===== src/pkg/blit_rop_pkg.sv =====
// Constants, carriers and lookup for the raster-operation stage
package blit_rop_pkg;

  // ****************************************
  // Register offsets and reset values
  // ****************************************
  localparam logic [7:0] OFF_ROP = 8'h1A;
  localparam logic [7:0] OFF_EXT = 8'h1B;
  localparam logic [7:0] OFF_KEYLO = 8'h1C;
  localparam logic [7:0] OFF_KEYHI = 8'h1D;
  localparam logic [7:0] RST_ROP = 8'h06;
  localparam logic [4:0] RST_EXT = 5'h00;
  localparam logic [7:0] RST_KEY = 8'h00;
  localparam logic [7:0] RD_NONE = 8'h00;

  // ****************************************
  // Field positions
  // ****************************************
  localparam int EXT_W = 5;
  localparam int EXT_SYNC = 4;
  localparam int EXT_BGCLIP = 3;
  localparam int EXT_SOLID = 2;
  localparam int EXT_INV = 1;
  localparam int EXT_GRAN = 0;
  localparam int MODE_CEXP = 7;
  localparam int MODE_TRANSP = 3;
  localparam int MODE_SYS = 2;
  localparam int DBC_WREN = 5;
  localparam logic [2:0] DBC_SWITCH = 3'h7;
  localparam int PIX_W = 16;
  localparam int BYTE_W = 8;

  // ****************************************
  // Scanline-end discard masks
  // ****************************************
  localparam logic [4:0] MASK_BYTE = 5'h07;
  localparam logic [4:0] MASK_DWORD = 5'h1F;
  localparam logic [4:0] POS_ZERO = 5'h00;

  // ****************************************
  // Operation codes
  // ****************************************
  localparam logic [7:0] ROP_ZERO = 8'h00;
  localparam logic [7:0] ROP_ONE = 8'h0E;
  localparam logic [7:0] ROP_DST = 8'h06;
  localparam logic [7:0] ROP_SRC = 8'h0D;
  localparam logic [7:0] ROP_NSRC = 8'hD0;
  localparam logic [7:0] ROP_NDST = 8'h0B;
  localparam logic [7:0] ROP_AND = 8'h05;
  localparam logic [7:0] ROP_OR = 8'h6D;
  localparam logic [7:0] ROP_XOR = 8'h59;
  localparam logic [7:0] ROP_NAND = 8'hDA;
  localparam logic [7:0] ROP_NOR = 8'h90;
  localparam logic [7:0] ROP_XNOR = 8'h95;
  localparam logic [7:0] ROP_NSAND = 8'h50;
  localparam logic [7:0] ROP_SANDN = 8'h09;
  localparam logic [7:0] ROP_NSOR = 8'hD6;
  localparam logic [7:0] ROP_SORN = 8'hAD;

  // Truth tables indexed by {source bit, destination bit}
  typedef logic [3:0] truth_t;

  // ****************************************
  // Carriers
  // ****************************************
  typedef struct packed {
    logic [PIX_W-1:0] src;
    logic [PIX_W-1:0] dst;
    logic [PIX_W-1:0] fg;
    logic [PIX_W-1:0] bg;
    logic mono;
    logic clip_blk;
    logic bpp16;
  } pix_in_s;

  typedef struct packed {
    logic [PIX_W-1:0] data;
    logic we;
  } pix_out_s;

  // Code to truth table; unknown codes keep the destination
  function automatic truth_t rop_table(input logic [7:0] code);
    truth_t t;
    t = 4'hA;
    case (code)
      ROP_ZERO: t = 4'h0;
      ROP_ONE: t = 4'hF;
      ROP_DST: t = 4'hA;
      ROP_SRC: t = 4'hC;
      ROP_NSRC: t = 4'h3;
      ROP_NDST: t = 4'h5;
      ROP_AND: t = 4'h8;
      ROP_OR: t = 4'hE;
      ROP_XOR: t = 4'h6;
      ROP_NAND: t = 4'h7;
      ROP_NOR: t = 4'h1;
      ROP_XNOR: t = 4'h9;
      ROP_NSAND: t = 4'h2;
      ROP_SANDN: t = 4'h4;
      ROP_NSOR: t = 4'hB;
      ROP_SORN: t = 4'hD;
      default: t = 4'hA;
    endcase
    return t;
  endfunction

endpackage


===== src/logic/blit_rop_transparency_ext.sv =====
// Raster operation and write qualification stage of the block transfer engine

module blit_rop_transparency_ext
  import blit_rop_pkg::*;
(
  input wire logic mclk_i,
  input wire logic rst_n_i,
  input wire logic reg_wr_i,
  input wire logic reg_rd_i,
  input wire logic [7:0] reg_addr_i,
  input wire logic [7:0] reg_wdata_i,
  output logic [7:0] reg_rdata_o,
  input wire logic [7:0] blit_mode_control_i,
  input wire logic autostart_en_i,
  input wire logic [7:0] double_buffer_control_i,
  input wire logic blit_done_i,
  input wire logic pix_valid_i,
  input wire pix_in_s pix_i,
  output logic pix_valid_o,
  output pix_out_s pix_o,
  input wire logic line_end_i,
  input wire logic [4:0] src_bit_pos_i,
  output logic skip_valid_o,
  output logic [4:0] skip_bits_o,
  output logic disp_buf_sel_o
);

  // ****************************************
  // Register file
  // ****************************************
  logic [7:0] rop_q;
  logic [EXT_W-1:0] ext_q;
  logic [7:0] key_lo_q;
  logic [7:0] key_hi_q;
  logic [7:0] rdata_q;

  // Address decode and write qualification
  wire logic sel_rop = reg_addr_i == OFF_ROP;
  wire logic sel_ext = reg_addr_i == OFF_EXT;
  wire logic sel_klo = reg_addr_i == OFF_KEYLO;
  wire logic sel_khi = reg_addr_i == OFF_KEYHI;
  wire logic ext_open = autostart_en_i & double_buffer_control_i[DBC_WREN];
  wire logic wr_ext = reg_wr_i & sel_ext & ext_open;

  // Read mux; reserved extension bits read zero
  wire logic [7:0] rd_mux =
    sel_rop ? rop_q :
    sel_ext ? {{(8-EXT_W){1'b0}}, ext_q} :
    sel_klo ? key_lo_q :
    sel_khi ? key_hi_q : RD_NONE;

  // Register writes
  always_ff @(posedge mclk_i or negedge rst_n_i) begin
    if (!rst_n_i) begin
      rop_q <= RST_ROP;
      ext_q <= RST_EXT;
      key_lo_q <= RST_KEY;
      key_hi_q <= RST_KEY;
    end else begin
      if (reg_wr_i && sel_rop) rop_q <= reg_wdata_i;
      if (wr_ext) ext_q <= reg_wdata_i[EXT_W-1:0];
      if (reg_wr_i && sel_klo) key_lo_q <= reg_wdata_i;
      if (reg_wr_i && sel_khi) key_hi_q <= reg_wdata_i;
    end
  end

  // Read data is captured one edge after the read strobe
  always_ff @(posedge mclk_i or negedge rst_n_i) begin
    if (!rst_n_i) rdata_q <= RD_NONE;
    else if (reg_rd_i) rdata_q <= rd_mux;
  end

  assign reg_rdata_o = rdata_q;

  // ****************************************
  // Mode decode
  // ****************************************
  wire logic cexp = blit_mode_control_i[MODE_CEXP];
  wire logic transp = blit_mode_control_i[MODE_TRANSP];
  wire logic sys_src = blit_mode_control_i[MODE_SYS];
  wire logic solid = ext_q[EXT_SOLID];
  wire logic bgclip = ext_q[EXT_BGCLIP];
  wire logic inv = ext_q[EXT_INV];
  wire logic gran = ext_q[EXT_GRAN];
  wire logic sync_sw = ext_q[EXT_SYNC];

  // ****************************************
  // Operand selection
  // ****************************************
  // Transparent expansion may flip the sense of the bitmap bit
  wire logic mono_eff = (transp & inv) ? ~pix_i.mono : pix_i.mono;
  // Solid fill forces every expanded bit to foreground
  wire logic fg_bit = solid | (mono_eff);
  // Expanded pixel replaces source or pattern operand
  wire logic [PIX_W-1:0] operand =
    cexp ? (fg_bit ? pix_i.fg : pix_i.bg) : pix_i.src;
  wire truth_t tt = rop_table(rop_q);

  // Apply the function to each bit independently
  logic [PIX_W-1:0] rop_res;
  genvar gi;
  generate
    for (gi = 0; gi < PIX_W; gi++) begin : g_bit
      assign rop_res[gi] = tt[{operand[gi], pix_i.dst[gi]}];
    end
  endgenerate
  // Individual codes are covered by the table above

  // ****************************************
  // Write qualification
  // ****************************************
  // Transparent expansion leaves bits that expand to background unwritten
  wire logic exp_skip = cexp & transp & ~fg_bit;
  // Background-only clipping still lets foreground through
  wire logic clip_skip = pix_i.clip_blk & ~(cexp & bgclip & fg_bit);
  // Key colour built from low then high byte
  wire logic [PIX_W-1:0] key = {key_hi_q, key_lo_q};
  wire logic key_lo_hit = rop_res[BYTE_W-1:0] == key[BYTE_W-1:0];
  wire logic key_hi_hit = rop_res[PIX_W-1:BYTE_W] == key[PIX_W-1:BYTE_W];
  wire logic key_hit = key_lo_hit & (key_hi_hit | ~pix_i.bpp16);
  wire logic key_skip = transp & ~cexp & key_hit;
  wire logic we_d = ~(exp_skip | clip_skip | key_skip);

  // Output pixel stage
  always_ff @(posedge mclk_i or negedge rst_n_i) begin
    if (!rst_n_i) begin
      pix_valid_o <= 1'b0;
      pix_o <= '0;
    end else begin
      pix_valid_o <= pix_valid_i;
      if (pix_valid_i) begin
        pix_o.data <= rop_res;
        pix_o.we <= we_d;
      end
    end
  end

  // ****************************************
  // Scanline-end source discard
  // ****************************************
  // Byte end only for expanded blits with granularity clear
  wire logic [4:0] skip_mask =
    (cexp & ~gran) ? MASK_BYTE : MASK_DWORD;
  wire logic [4:0] skip_d = (POS_ZERO - src_bit_pos_i) & skip_mask;

  // Discard count reported at each system-source line end
  always_ff @(posedge mclk_i or negedge rst_n_i) begin
    if (!rst_n_i) begin
      skip_valid_o <= 1'b0;
      skip_bits_o <= POS_ZERO;
    end else begin
      skip_valid_o <= line_end_i & sys_src;
      if (line_end_i && sys_src) skip_bits_o <= skip_d;
    end
  end

  // ****************************************
  // Display buffer switching
  // ****************************************
  wire logic sw_mode = double_buffer_control_i[2:0] == DBC_SWITCH;
  wire logic do_switch = blit_done_i & sync_sw & sw_mode;

  // Zero selects buffer at location zero, one selects screen start A
  always_ff @(posedge mclk_i or negedge rst_n_i) begin
    if (!rst_n_i) disp_buf_sel_o <= 1'b0;
    else if (do_switch) disp_buf_sel_o <= ~disp_buf_sel_o;
  end

  // ****************************************
  // Checks
  // ****************************************
  wire logic plain = pix_valid_i & ~cexp & ~transp & ~pix_i.clip_blk;

  // Zero code clears the pixel
  a_rop_zero_out: assert property (
    @(posedge mclk_i) disable iff (!rst_n_i)
    plain && rop_q == ROP_ZERO |=> pix_o.data == '0 && pix_o.we)
    else $error("zero code did not write zeros");

  // Copy code passes the operand
  a_rop_src_copy: assert property (
    @(posedge mclk_i) disable iff (!rst_n_i)
    plain && rop_q == ROP_SRC |=> pix_o.data == $past(pix_i.src))
    else $error("copy code did not pass source");

  // Exclusive-or code
  a_rop_xor_out: assert property (
    @(posedge mclk_i) disable iff (!rst_n_i)
    plain && rop_q == ROP_XOR |=> pix_o.data == ($past(pix_i.src) ^ $past(pix_i.dst)))
    else $error("xor code gave wrong pixel");

  // Inverted source with destination
  a_rop_nsand_out: assert property (
    @(posedge mclk_i) disable iff (!rst_n_i)
    plain && rop_q == ROP_NSAND |=> pix_o.data == (~$past(pix_i.src) & $past(pix_i.dst)))
    else $error("inverted-source and gave wrong pixel");

  // Locked extension register ignores writes
  a_ext_locked_write: assert property (
    @(posedge mclk_i) disable iff (!rst_n_i)
    reg_wr_i && sel_ext && !ext_open |=> $stable(ext_q))
    else $error("locked extension register changed");

  // Buffer toggles after a switching blit completes
  a_disp_toggle_done: assert property (
    @(posedge mclk_i) disable iff (!rst_n_i)
    blit_done_i && sync_sw && sw_mode |=> disp_buf_sel_o != $past(disp_buf_sel_o))
    else $error("display buffer did not toggle");

  // Normal clipping blocks every pixel
  a_clip_blocks_all: assert property (
    @(posedge mclk_i) disable iff (!rst_n_i)
    pix_valid_i && pix_i.clip_blk && !bgclip |=> pix_valid_o && !pix_o.we)
    else $error("clipped pixel was written");

  // Solid fill with copy code writes foreground
  a_solid_fill_fg: assert property (
    @(posedge mclk_i) disable iff (!rst_n_i)
    pix_valid_i && cexp && solid && !pix_i.clip_blk && rop_q == ROP_SRC
    |=> pix_o.we && pix_o.data == $past(pix_i.fg))
    else $error("solid fill did not write foreground");

  // Inverted sense leaves one bits unwritten
  a_inv_sense_skip: assert property (
    @(posedge mclk_i) disable iff (!rst_n_i)
    pix_valid_i && cexp && transp && inv && !solid && pix_i.mono |=> !pix_o.we)
    else $error("inverted sense wrote a one bit");

  // Dword granularity discard count
  a_gran_dword_skip: assert property (
    @(posedge mclk_i) disable iff (!rst_n_i)
    line_end_i && sys_src && cexp && gran
    |=> skip_valid_o && skip_bits_o == ((POS_ZERO - $past(src_bit_pos_i)) & MASK_DWORD))
    else $error("dword discard count wrong");

  // Byte granularity never passes seven bits
  a_gran_byte_skip: assert property (
    @(posedge mclk_i) disable iff (!rst_n_i)
    line_end_i && sys_src && cexp && !gran |=> skip_bits_o <= MASK_BYTE)
    else $error("byte discard exceeded byte");

  // Key match suppresses a 16-bit write
  a_key_match_skip: assert property (
    @(posedge mclk_i) disable iff (!rst_n_i)
    pix_valid_i && transp && !cexp && pix_i.bpp16 && rop_q == ROP_DST
    && pix_i.dst == key |=> !pix_o.we)
    else $error("key colour match was written");

  // One code writes all ones
  a_rop_one_out: assert property (
    @(posedge mclk_i) disable iff (!rst_n_i)
    plain && rop_q == ROP_ONE |=> pix_o.data == '1 && pix_o.we)
    else $error("one code did not write ones");

  // Keep code leaves the destination
  a_rop_dst_keep: assert property (
    @(posedge mclk_i) disable iff (!rst_n_i)
    plain && rop_q == ROP_DST |=> pix_o.data == $past(pix_i.dst))
    else $error("keep code changed destination");

  // Inverted source code
  a_rop_nsrc_out: assert property (
    @(posedge mclk_i) disable iff (!rst_n_i)
    plain && rop_q == ROP_NSRC |=> pix_o.data == ~$past(pix_i.src))
    else $error("inverted source code gave wrong pixel");

  // Inverted destination code
  a_rop_ndst_out: assert property (
    @(posedge mclk_i) disable iff (!rst_n_i)
    plain && rop_q == ROP_NDST |=> pix_o.data == ~$past(pix_i.dst))
    else $error("inverted destination code gave wrong pixel");

  // And code
  a_rop_and_out: assert property (
    @(posedge mclk_i) disable iff (!rst_n_i)
    plain && rop_q == ROP_AND |=> pix_o.data == ($past(pix_i.src) & $past(pix_i.dst)))
    else $error("and code gave wrong pixel");

  // Or code
  a_rop_or_out: assert property (
    @(posedge mclk_i) disable iff (!rst_n_i)
    plain && rop_q == ROP_OR |=> pix_o.data == ($past(pix_i.src) | $past(pix_i.dst)))
    else $error("or code gave wrong pixel");

  // Inverted and code
  a_rop_nand_out: assert property (
    @(posedge mclk_i) disable iff (!rst_n_i)
    plain && rop_q == ROP_NAND |=> pix_o.data == ~($past(pix_i.src) & $past(pix_i.dst)))
    else $error("nand code gave wrong pixel");

  // Inverted or code
  a_rop_nor_out: assert property (
    @(posedge mclk_i) disable iff (!rst_n_i)
    plain && rop_q == ROP_NOR |=> pix_o.data == ~($past(pix_i.src) | $past(pix_i.dst)))
    else $error("nor code gave wrong pixel");

  // Equality code
  a_rop_xnor_out: assert property (
    @(posedge mclk_i) disable iff (!rst_n_i)
    plain && rop_q == ROP_XNOR |=> pix_o.data == ~($past(pix_i.src) ^ $past(pix_i.dst)))
    else $error("xnor code gave wrong pixel");

  // Source with inverted destination
  a_rop_sandn_out: assert property (
    @(posedge mclk_i) disable iff (!rst_n_i)
    plain && rop_q == ROP_SANDN |=> pix_o.data == ($past(pix_i.src) & ~$past(pix_i.dst)))
    else $error("source and-not code gave wrong pixel");

  // Inverted source or destination
  a_rop_nsor_out: assert property (
    @(posedge mclk_i) disable iff (!rst_n_i)
    plain && rop_q == ROP_NSOR |=> pix_o.data == (~$past(pix_i.src) | $past(pix_i.dst)))
    else $error("inverted-source or code gave wrong pixel");

  // Source or inverted destination
  a_rop_sorn_out: assert property (
    @(posedge mclk_i) disable iff (!rst_n_i)
    plain && rop_q == ROP_SORN |=> pix_o.data == ($past(pix_i.src) | ~$past(pix_i.dst)))
    else $error("source or-not code gave wrong pixel");

  // Expanded zero bit feeds the background colour
  a_expand_bg_operand: assert property (
    @(posedge mclk_i) disable iff (!rst_n_i)
    pix_valid_i && cexp && !transp && !solid && !pix_i.mono && !pix_i.clip_blk && rop_q == ROP_SRC |=> pix_o.we && pix_o.data == $past(pix_i.bg))
    else $error("expanded background operand wrong");

  // Non-expanded system blits discard to the dword end
  a_plain_dword_skip: assert property (
    @(posedge mclk_i) disable iff (!rst_n_i)
    line_end_i && sys_src && !cexp |=> skip_valid_o && skip_bits_o == ((POS_ZERO - $past(src_bit_pos_i)) & MASK_DWORD))
    else $error("non-expanded discard count wrong");

  // Unlocked extension register takes the write
  a_ext_open_write: assert property (
    @(posedge mclk_i) disable iff (!rst_n_i)
    reg_wr_i && sel_ext && ext_open |=> ext_q == $past(reg_wdata_i[EXT_W-1:0]))
    else $error("unlocked extension write lost");

endmodule


===== config.mk =====
export PLATFORM = sky130hd
export DESIGN_NAME = blit_rop_transparency_ext
export DESIGN_NICKNAME = d
export VERILOG_FILES = /design/src/pkg/blit_rop_pkg.sv /design/src/logic/blit_rop_transparency_ext.sv
export SDC_FILE = /design/constraint.sdc
export NUM_CORES = 1
export LEC_CHECK = 0
export BUFFER_PORTS_ARGS = -buffer_cell sky130_fd_sc_hd__buf_4
export CELL_PAD_IN_SITES_DETAIL_PLACEMENT = 1
export CELL_PAD_IN_SITES_GLOBAL_PLACEMENT = 1
export CORE_MARGIN = 2
export CORE_UTILIZATION = 40
export CTS_BUF_LIST = sky130_fd_sc_hd__clkbuf_8
export DETAILED_ROUTE_END_ITERATION = 12
export GPL_ROUTABILITY_DRIVEN = 0
export GPL_TIMING_DRIVEN = 0
export PLACE_DENSITY = 0.82
export SYNTH_ARGS = -nofsm -noshare
export SYNTH_HDL_FRONTEND = slang
export SYNTH_SLANG_ARGS = --single-unit

===== constraint.sdc =====
create_clock -name mclk_i -period 3.5 [get_ports mclk_i]
set_input_delay 0.7 -clock mclk_i [delete_from_list [all_inputs] [get_ports mclk_i]]
set_output_delay 0.7 -clock mclk_i [all_outputs]
set_load 0.01 [all_outputs]

==> flow_summary.rst <==
.. list-table::
   :header-rows: 1

   * - Metric
     - Value
   * - Run status
     - completed
   * - Period utilization
     - 97.88%
   * - Cell family with most CP delay
     - compound AO/OA/AOI/OAI gates
   * - Maximum number of pins on one net before global-route repair
     - 63
   * - Post-route clock skew
     - 0.01132 ns
   * - Fraction of met3 tracks used by global routing
     - under 10%
   * - CP max FO
     - 10
   * - Global routing's busiest layer
     - met2
   * - Via count of the first global-routing pass
     - 5217
   * - VDD IR-drop max
     - 0.2340 mV
   * - Hold Path Class
     - in -> async
   * - FMAX
     - 291.9 MHz
   * - CP Capture Type
     - flip-flop
   * - Post-Layout Cell Count
     - 863
   * - Synth-to-Final Area Change
     - 30.39%
   * - Number of buffers on the longest clock path
     - 2
   * - HPWL Detailed
     - 13.90 mm
   * - Count of yosys warnings during synthesis
     - 0
   * - Relative slew slack
     - around two fifths
   * - Number of antenna violations at the first check in global routing
     - 0
   * - Setup-failing EPs final
     - 0
   * - EDFF count, synth
     - 0
   * - Critical Setup Path Class
     - reg -> reg
   * - Final net count
     - 803
   * - Post-DP Area
     - 6178 sq um
   * - Post-Route Hold Slack
     - 0.4077 ns
   * - Detailed-route wire length per cell
     - 21.10 um
   * - Final Hold Vio Count
     - 0
   * - Met1 GRT Util
     - 35.31%
   * - Arrival time of data at the critical path endpoint
     - ~3.7 ns
   * - Number of placed instances with taps included
     - between 800 and 900
   * - Number of nets produced by synthesis
     - between 600 and 700
   * - Share of synthesized flip-flops with an asynchronous set or reset
     - 100.0%
   * - Post-route core utilization
     - 53.72%
   * - Cell with the largest stage delay on the worst path
     - sky130_fd_sc_hd__dfstp_2
   * - Clk Latency, worst-skew pair
     - 0.36 ns
   * - Per-cell via count in the routed design
     - between 5 and 6
   * - Total global-route track usage
     - 28.08%
   * - Post-synthesis register bit count
     - 62
   * - Max Cap Violations
     - 0
   * - Clock net sink count
     - 62
   * - Most repeated library cell on the critical path
     - sky130_fd_sc_hd__buf_6
   * - Total power divided by cell area
     - roughly 360 nW/um^2
   * - Total number of H-tree levels
     - 3
   * - DR vias
     - approximately 5000
   * - RSZ-0062 raised after global routing
     - false
   * - TritonCTS clock tree
     - built
   * - Final global-route overflow total
     - 0
   * - Portion of synthesized cell area occupied by the leading cell type
     - 30.21%
   * - Global-route wire length before repair
     - 28.58 mm
   * - Count of different cell masters after synthesis
     - 74
   * - Count of input and output buffers
     - roughly 130
   * - Actual slew at the worst max-slew pin
     - 0.9049 ns
   * - Die span in x
     - 115.5 um
   * - Crit start category
     - flip-flop
   * - Critical path, cell by cell
     - buf_6, nand4b_1, buf_4, o311a_4, a211oi_4, buf_12, buf_6, mux2i_1, a2111oi_4, o221ai_2, nor4_2, o22ai_1
   * - Stage delay of the slowest cell on the critical path
     - 0.59 ns
   * - Clock buffers created by TritonCTS
     - 9
   * - DRC marker count from the first detailed-route iteration
     - 241
   * - Initial Util
     - 41.20%
   * - Root buffer cell
     - sky130_fd_sc_hd__clkbuf_8
   * - Routed wire length
     - 18.21 mm
   * - WP buf/inv
     - 4
   * - Cts hold-fix bufs
     - 0
   * - Die outline height
     - 115.5 um
   * - Iteration count of the initial detailed-routing pass
     - 4
   * - Clock input transition at the sequential cells of the worst setup and hold paths
     - around 0.080 ns
   * - Core area
     - 12060 sq um
   * - Total DRC errors in the routed layout
     - 0
   * - Die Area
     - 13330 sq um
   * - TNS Setup
     - 0 ns
   * - Critical path required time
     - roughly 3.7 ns
   * - Synth Flop Type
     - sky130_fd_sc_hd__dfrtp_1
   * - Ports placed on the boundary
     - between 100 and 150
   * - Fraction of layout cells with a size suffix above 1
     - 33.38%
   * - Mean area per synthesized cell
     - 9.152 sq um
   * - LEAKAGE
     - 2.869 nW
   * - Cells taking the most area after synthesis
     - sky130_fd_sc_hd__dfrtp_1 (30%), sky130_fd_sc_hd__mux2i_1 (7.7%), sky130_fd_sc_hd__mux2_2 (5.9%)
   * - Antenna diode count
     - 0
   * - Count of standard-cell rows
     - 40
   * - Post-route antenna net violation count
     - 0
   * - Cell area after layout
     - 6480 sq um
   * - Cells after Synth
     - roughly 540
   * - Synthesized area
     - 4970 sq um
   * - Final worst path period need
     - 3.426 ns
   * - Fin. max-slew vios
     - 0
   * - Met2 track demand over resource
     - 49.04%
   * - Dominant cell type by area after synthesis
     - sky130_fd_sc_hd__dfrtp_1
   * - Seq/Total Area, Yosys
     - approximately 31%
-- synthesized netlist by cell type, types with 5 or more instances --
master and n:
sky130_fd_sc_hd__mux4_2 8, sky130_fd_sc_hd__inv_1 15, sky130_fd_sc_hd__buf_6 5, sky130_fd_sc_hd__dfrtp_1 60, sky130_fd_sc_hd__nand3b_1 8, sky130_fd_sc_hd__mux2i_1 38
sky130_fd_sc_hd__nand2b_1 11, sky130_fd_sc_hd__o221ai_1 5, sky130_fd_sc_hd__o21a_1 6, sky130_fd_sc_hd__xor2_1 6, sky130_fd_sc_hd__and4b_1 5, sky130_fd_sc_hd__nor2_1 55
sky130_fd_sc_hd__xnor2_1 21, sky130_fd_sc_hd__a31oi_1 9, sky130_fd_sc_hd__a31o_2 10, sky130_fd_sc_hd__nor3_1 6, sky130_fd_sc_hd__mux2_2 26, sky130_fd_sc_hd__clkbuf_1 22
sky130_fd_sc_hd__buf_2 6, sky130_fd_sc_hd__nand2_1 35, sky130_fd_sc_hd__a21oi_1 32, sky130_fd_sc_hd__nand3_1 24, sky130_fd_sc_hd__nor2b_1 9, sky130_fd_sc_hd__o21ai_0 33
-- cell usage in the layout, fill, tap and decap left out, types with 3 or more instances in the layout --
master                      synthesis  layout
sky130_fd_sc_hd__buf_1              3       3
sky130_fd_sc_hd__nand2_1           35      35
sky130_fd_sc_hd__xor2_1             6       6
sky130_fd_sc_hd__buf_6              5       7
sky130_fd_sc_hd__nand2b_1          11      11
sky130_fd_sc_hd__and4b_1            5       5
sky130_fd_sc_hd__and4_1             3       3
sky130_fd_sc_hd__xnor2_1           21      21
sky130_fd_sc_hd__a32oi_1            3       3
sky130_fd_sc_hd__nor3_1             6       6
sky130_fd_sc_hd__nand4_1            4       4
sky130_fd_sc_hd__buf_2              6       5
sky130_fd_sc_hd__o21a_1             6       6
sky130_fd_sc_hd__clkbuf_1          22      20
sky130_fd_sc_hd__and3_1             4       4
sky130_fd_sc_hd__o2111ai_1          4       4
sky130_fd_sc_hd__nor2b_1            9       9
sky130_fd_sc_hd__nand3_1           24      24
sky130_fd_sc_hd__and2_1             4       4
sky130_fd_sc_hd__mux2_2            26      26
sky130_fd_sc_hd__inv_1             15      18
sky130_fd_sc_hd__a21oi_1           32      31
sky130_fd_sc_hd__a22oi_1            4       4
sky130_fd_sc_hd__buf_4              2     137
sky130_fd_sc_hd__nor2_1            55      55
sky130_fd_sc_hd__o221ai_1           5       5
sky130_fd_sc_hd__mux4_2             8       8
sky130_fd_sc_hd__a31oi_1            9       8
sky130_fd_sc_hd__mux2i_1           38      37
sky130_fd_sc_hd__o211ai_1           4       4
sky130_fd_sc_hd__dfrtp_1           60      59
sky130_fd_sc_hd__nand3b_1           8       8
sky130_fd_sc_hd__a31o_2            10      10
sky130_fd_sc_hd__nand4b_1           4       4
sky130_fd_sc_hd__clkbuf_8           0       9
sky130_fd_sc_hd__o21ai_0           33      33
-- what timing repair did --
item	CTS	global route
gates resized for setup	2	20
pin swaps	1	3
buffers inserted	1	2
endpoints found under the setup margin	1	1
endpoints found under the hold margin	0	0
-- worst reg2reg max path: stages, from the launching register on --
cell	delay [ns]
sky130_fd_sc_hd__dfstp_2	0.59
sky130_fd_sc_hd__buf_6	0.16
sky130_fd_sc_hd__nand4b_1	0.21
sky130_fd_sc_hd__buf_4	0.22
sky130_fd_sc_hd__o311a_4	0.41
sky130_fd_sc_hd__a211oi_4	0.28
sky130_fd_sc_hd__buf_12	0.18
sky130_fd_sc_hd__buf_6	0.17
sky130_fd_sc_hd__mux2i_1	0.14
sky130_fd_sc_hd__a2111oi_4	0.32
sky130_fd_sc_hd__o221ai_2	0.15
sky130_fd_sc_hd__nor4_2	0.36
sky130_fd_sc_hd__o22ai_1	0.12
-- logic make-up (layout without fill, tap and decap cells) --
| family | Yosys count | after routing | share of synthesized area [%] |
|---|---|---|---|
| and+or+nand+nor | 190 | 190 | 21.10 |
| AOI/OAI and AO/OA | 136 | 136 | 19.34 |
| muxes | 74 | 74 | 18.23 |
| DFF | 62 | 62 | 31.27 |
| buffers and inverters | 53 | 205 | 5.060 |
| xor gates and xnor gates | 27 | 27 | 4.758 |
| adders and majority gates | 1 | 1 | 0.2517 |
-- final timing paths --
| path | slack (ns) | start | depth (start not counted) | to |
|---|---|---|---|---|
| setup reg to reg | 0.07 | rop_q[2] | 12 | pix_o[0] |
| max in group asynchronous | 2.50 | rst_n_i | 1 | rop_q[3] |
| hold / removal | 0.41 | rst_n_i | 1 | pix_o[2] |
| min in group mclk_i | 0.46 | pix_valid_i | 1 | pix_valid_o |
| hold reg to reg | 0.48 | disp_buf_sel_o | 1 | disp_buf_sel_o |
| setup / recovery | 0.07 | rop_q[2] | 12 | pix_o[0] |
-- cell type report --
class / instances / area [sq um]
Buffer: 38 / 210.2
Clock buffer: 9 / 123.9
Clock inverter: 7 / 58.81
Fill cell: 1425 / 5582
Inverter: 15 / 56.30
Multi-Input combinational cell: 428 / 3232
Sequential cell: 62 / 1555
Tap cell: 168 / 210.2
Timing Repair Buffer: 136 / 1033
-- power by group --
group          switching, mW  internal, mW  total, mW
Clock                  0.302         0.318      0.620
Sequential            0.0530         0.781      0.834
Combinational          0.476         0.427      0.903
Total                  0.831          1.53       2.36
-- stage by stage --
stage | power (mW) | setup slack, ns
4_1_cts | 2.342 | 0.02085
2_1_floorplan | 1.350 | 0.5791
3_3_place_gp | 1.671 | -0.1617
5_1_grt | 2.470 | 0.0003904
6_report | 2.358 | 0.07418
3_5_place_dp | 1.708 | -0.2690
-- registers in the layout (all words and copies together) (netlist names) --
name / flops
ext_q: 5
disp_buf_sel_o: 1
pix_o: 17
reg_rdata_o: 8
skip_bits_o: 5
key_hi_q: 8
pix_valid_o: 1
skip_valid_o: 1
rop_q: 8
key_lo_q: 8
-- metal layers --
| metal | wire (um) | vias to the layer above |
|---|---|---|
| met5 | 0 | - |
| li1 | - | 2323 |
| met4 | 614 | 0 |
| met3 | 970 | 36 |
| met1 | 7585 | 2491 |
| met2 | 9033 | 164 |
Note: power is estimated with default switching activity, not from simulation.
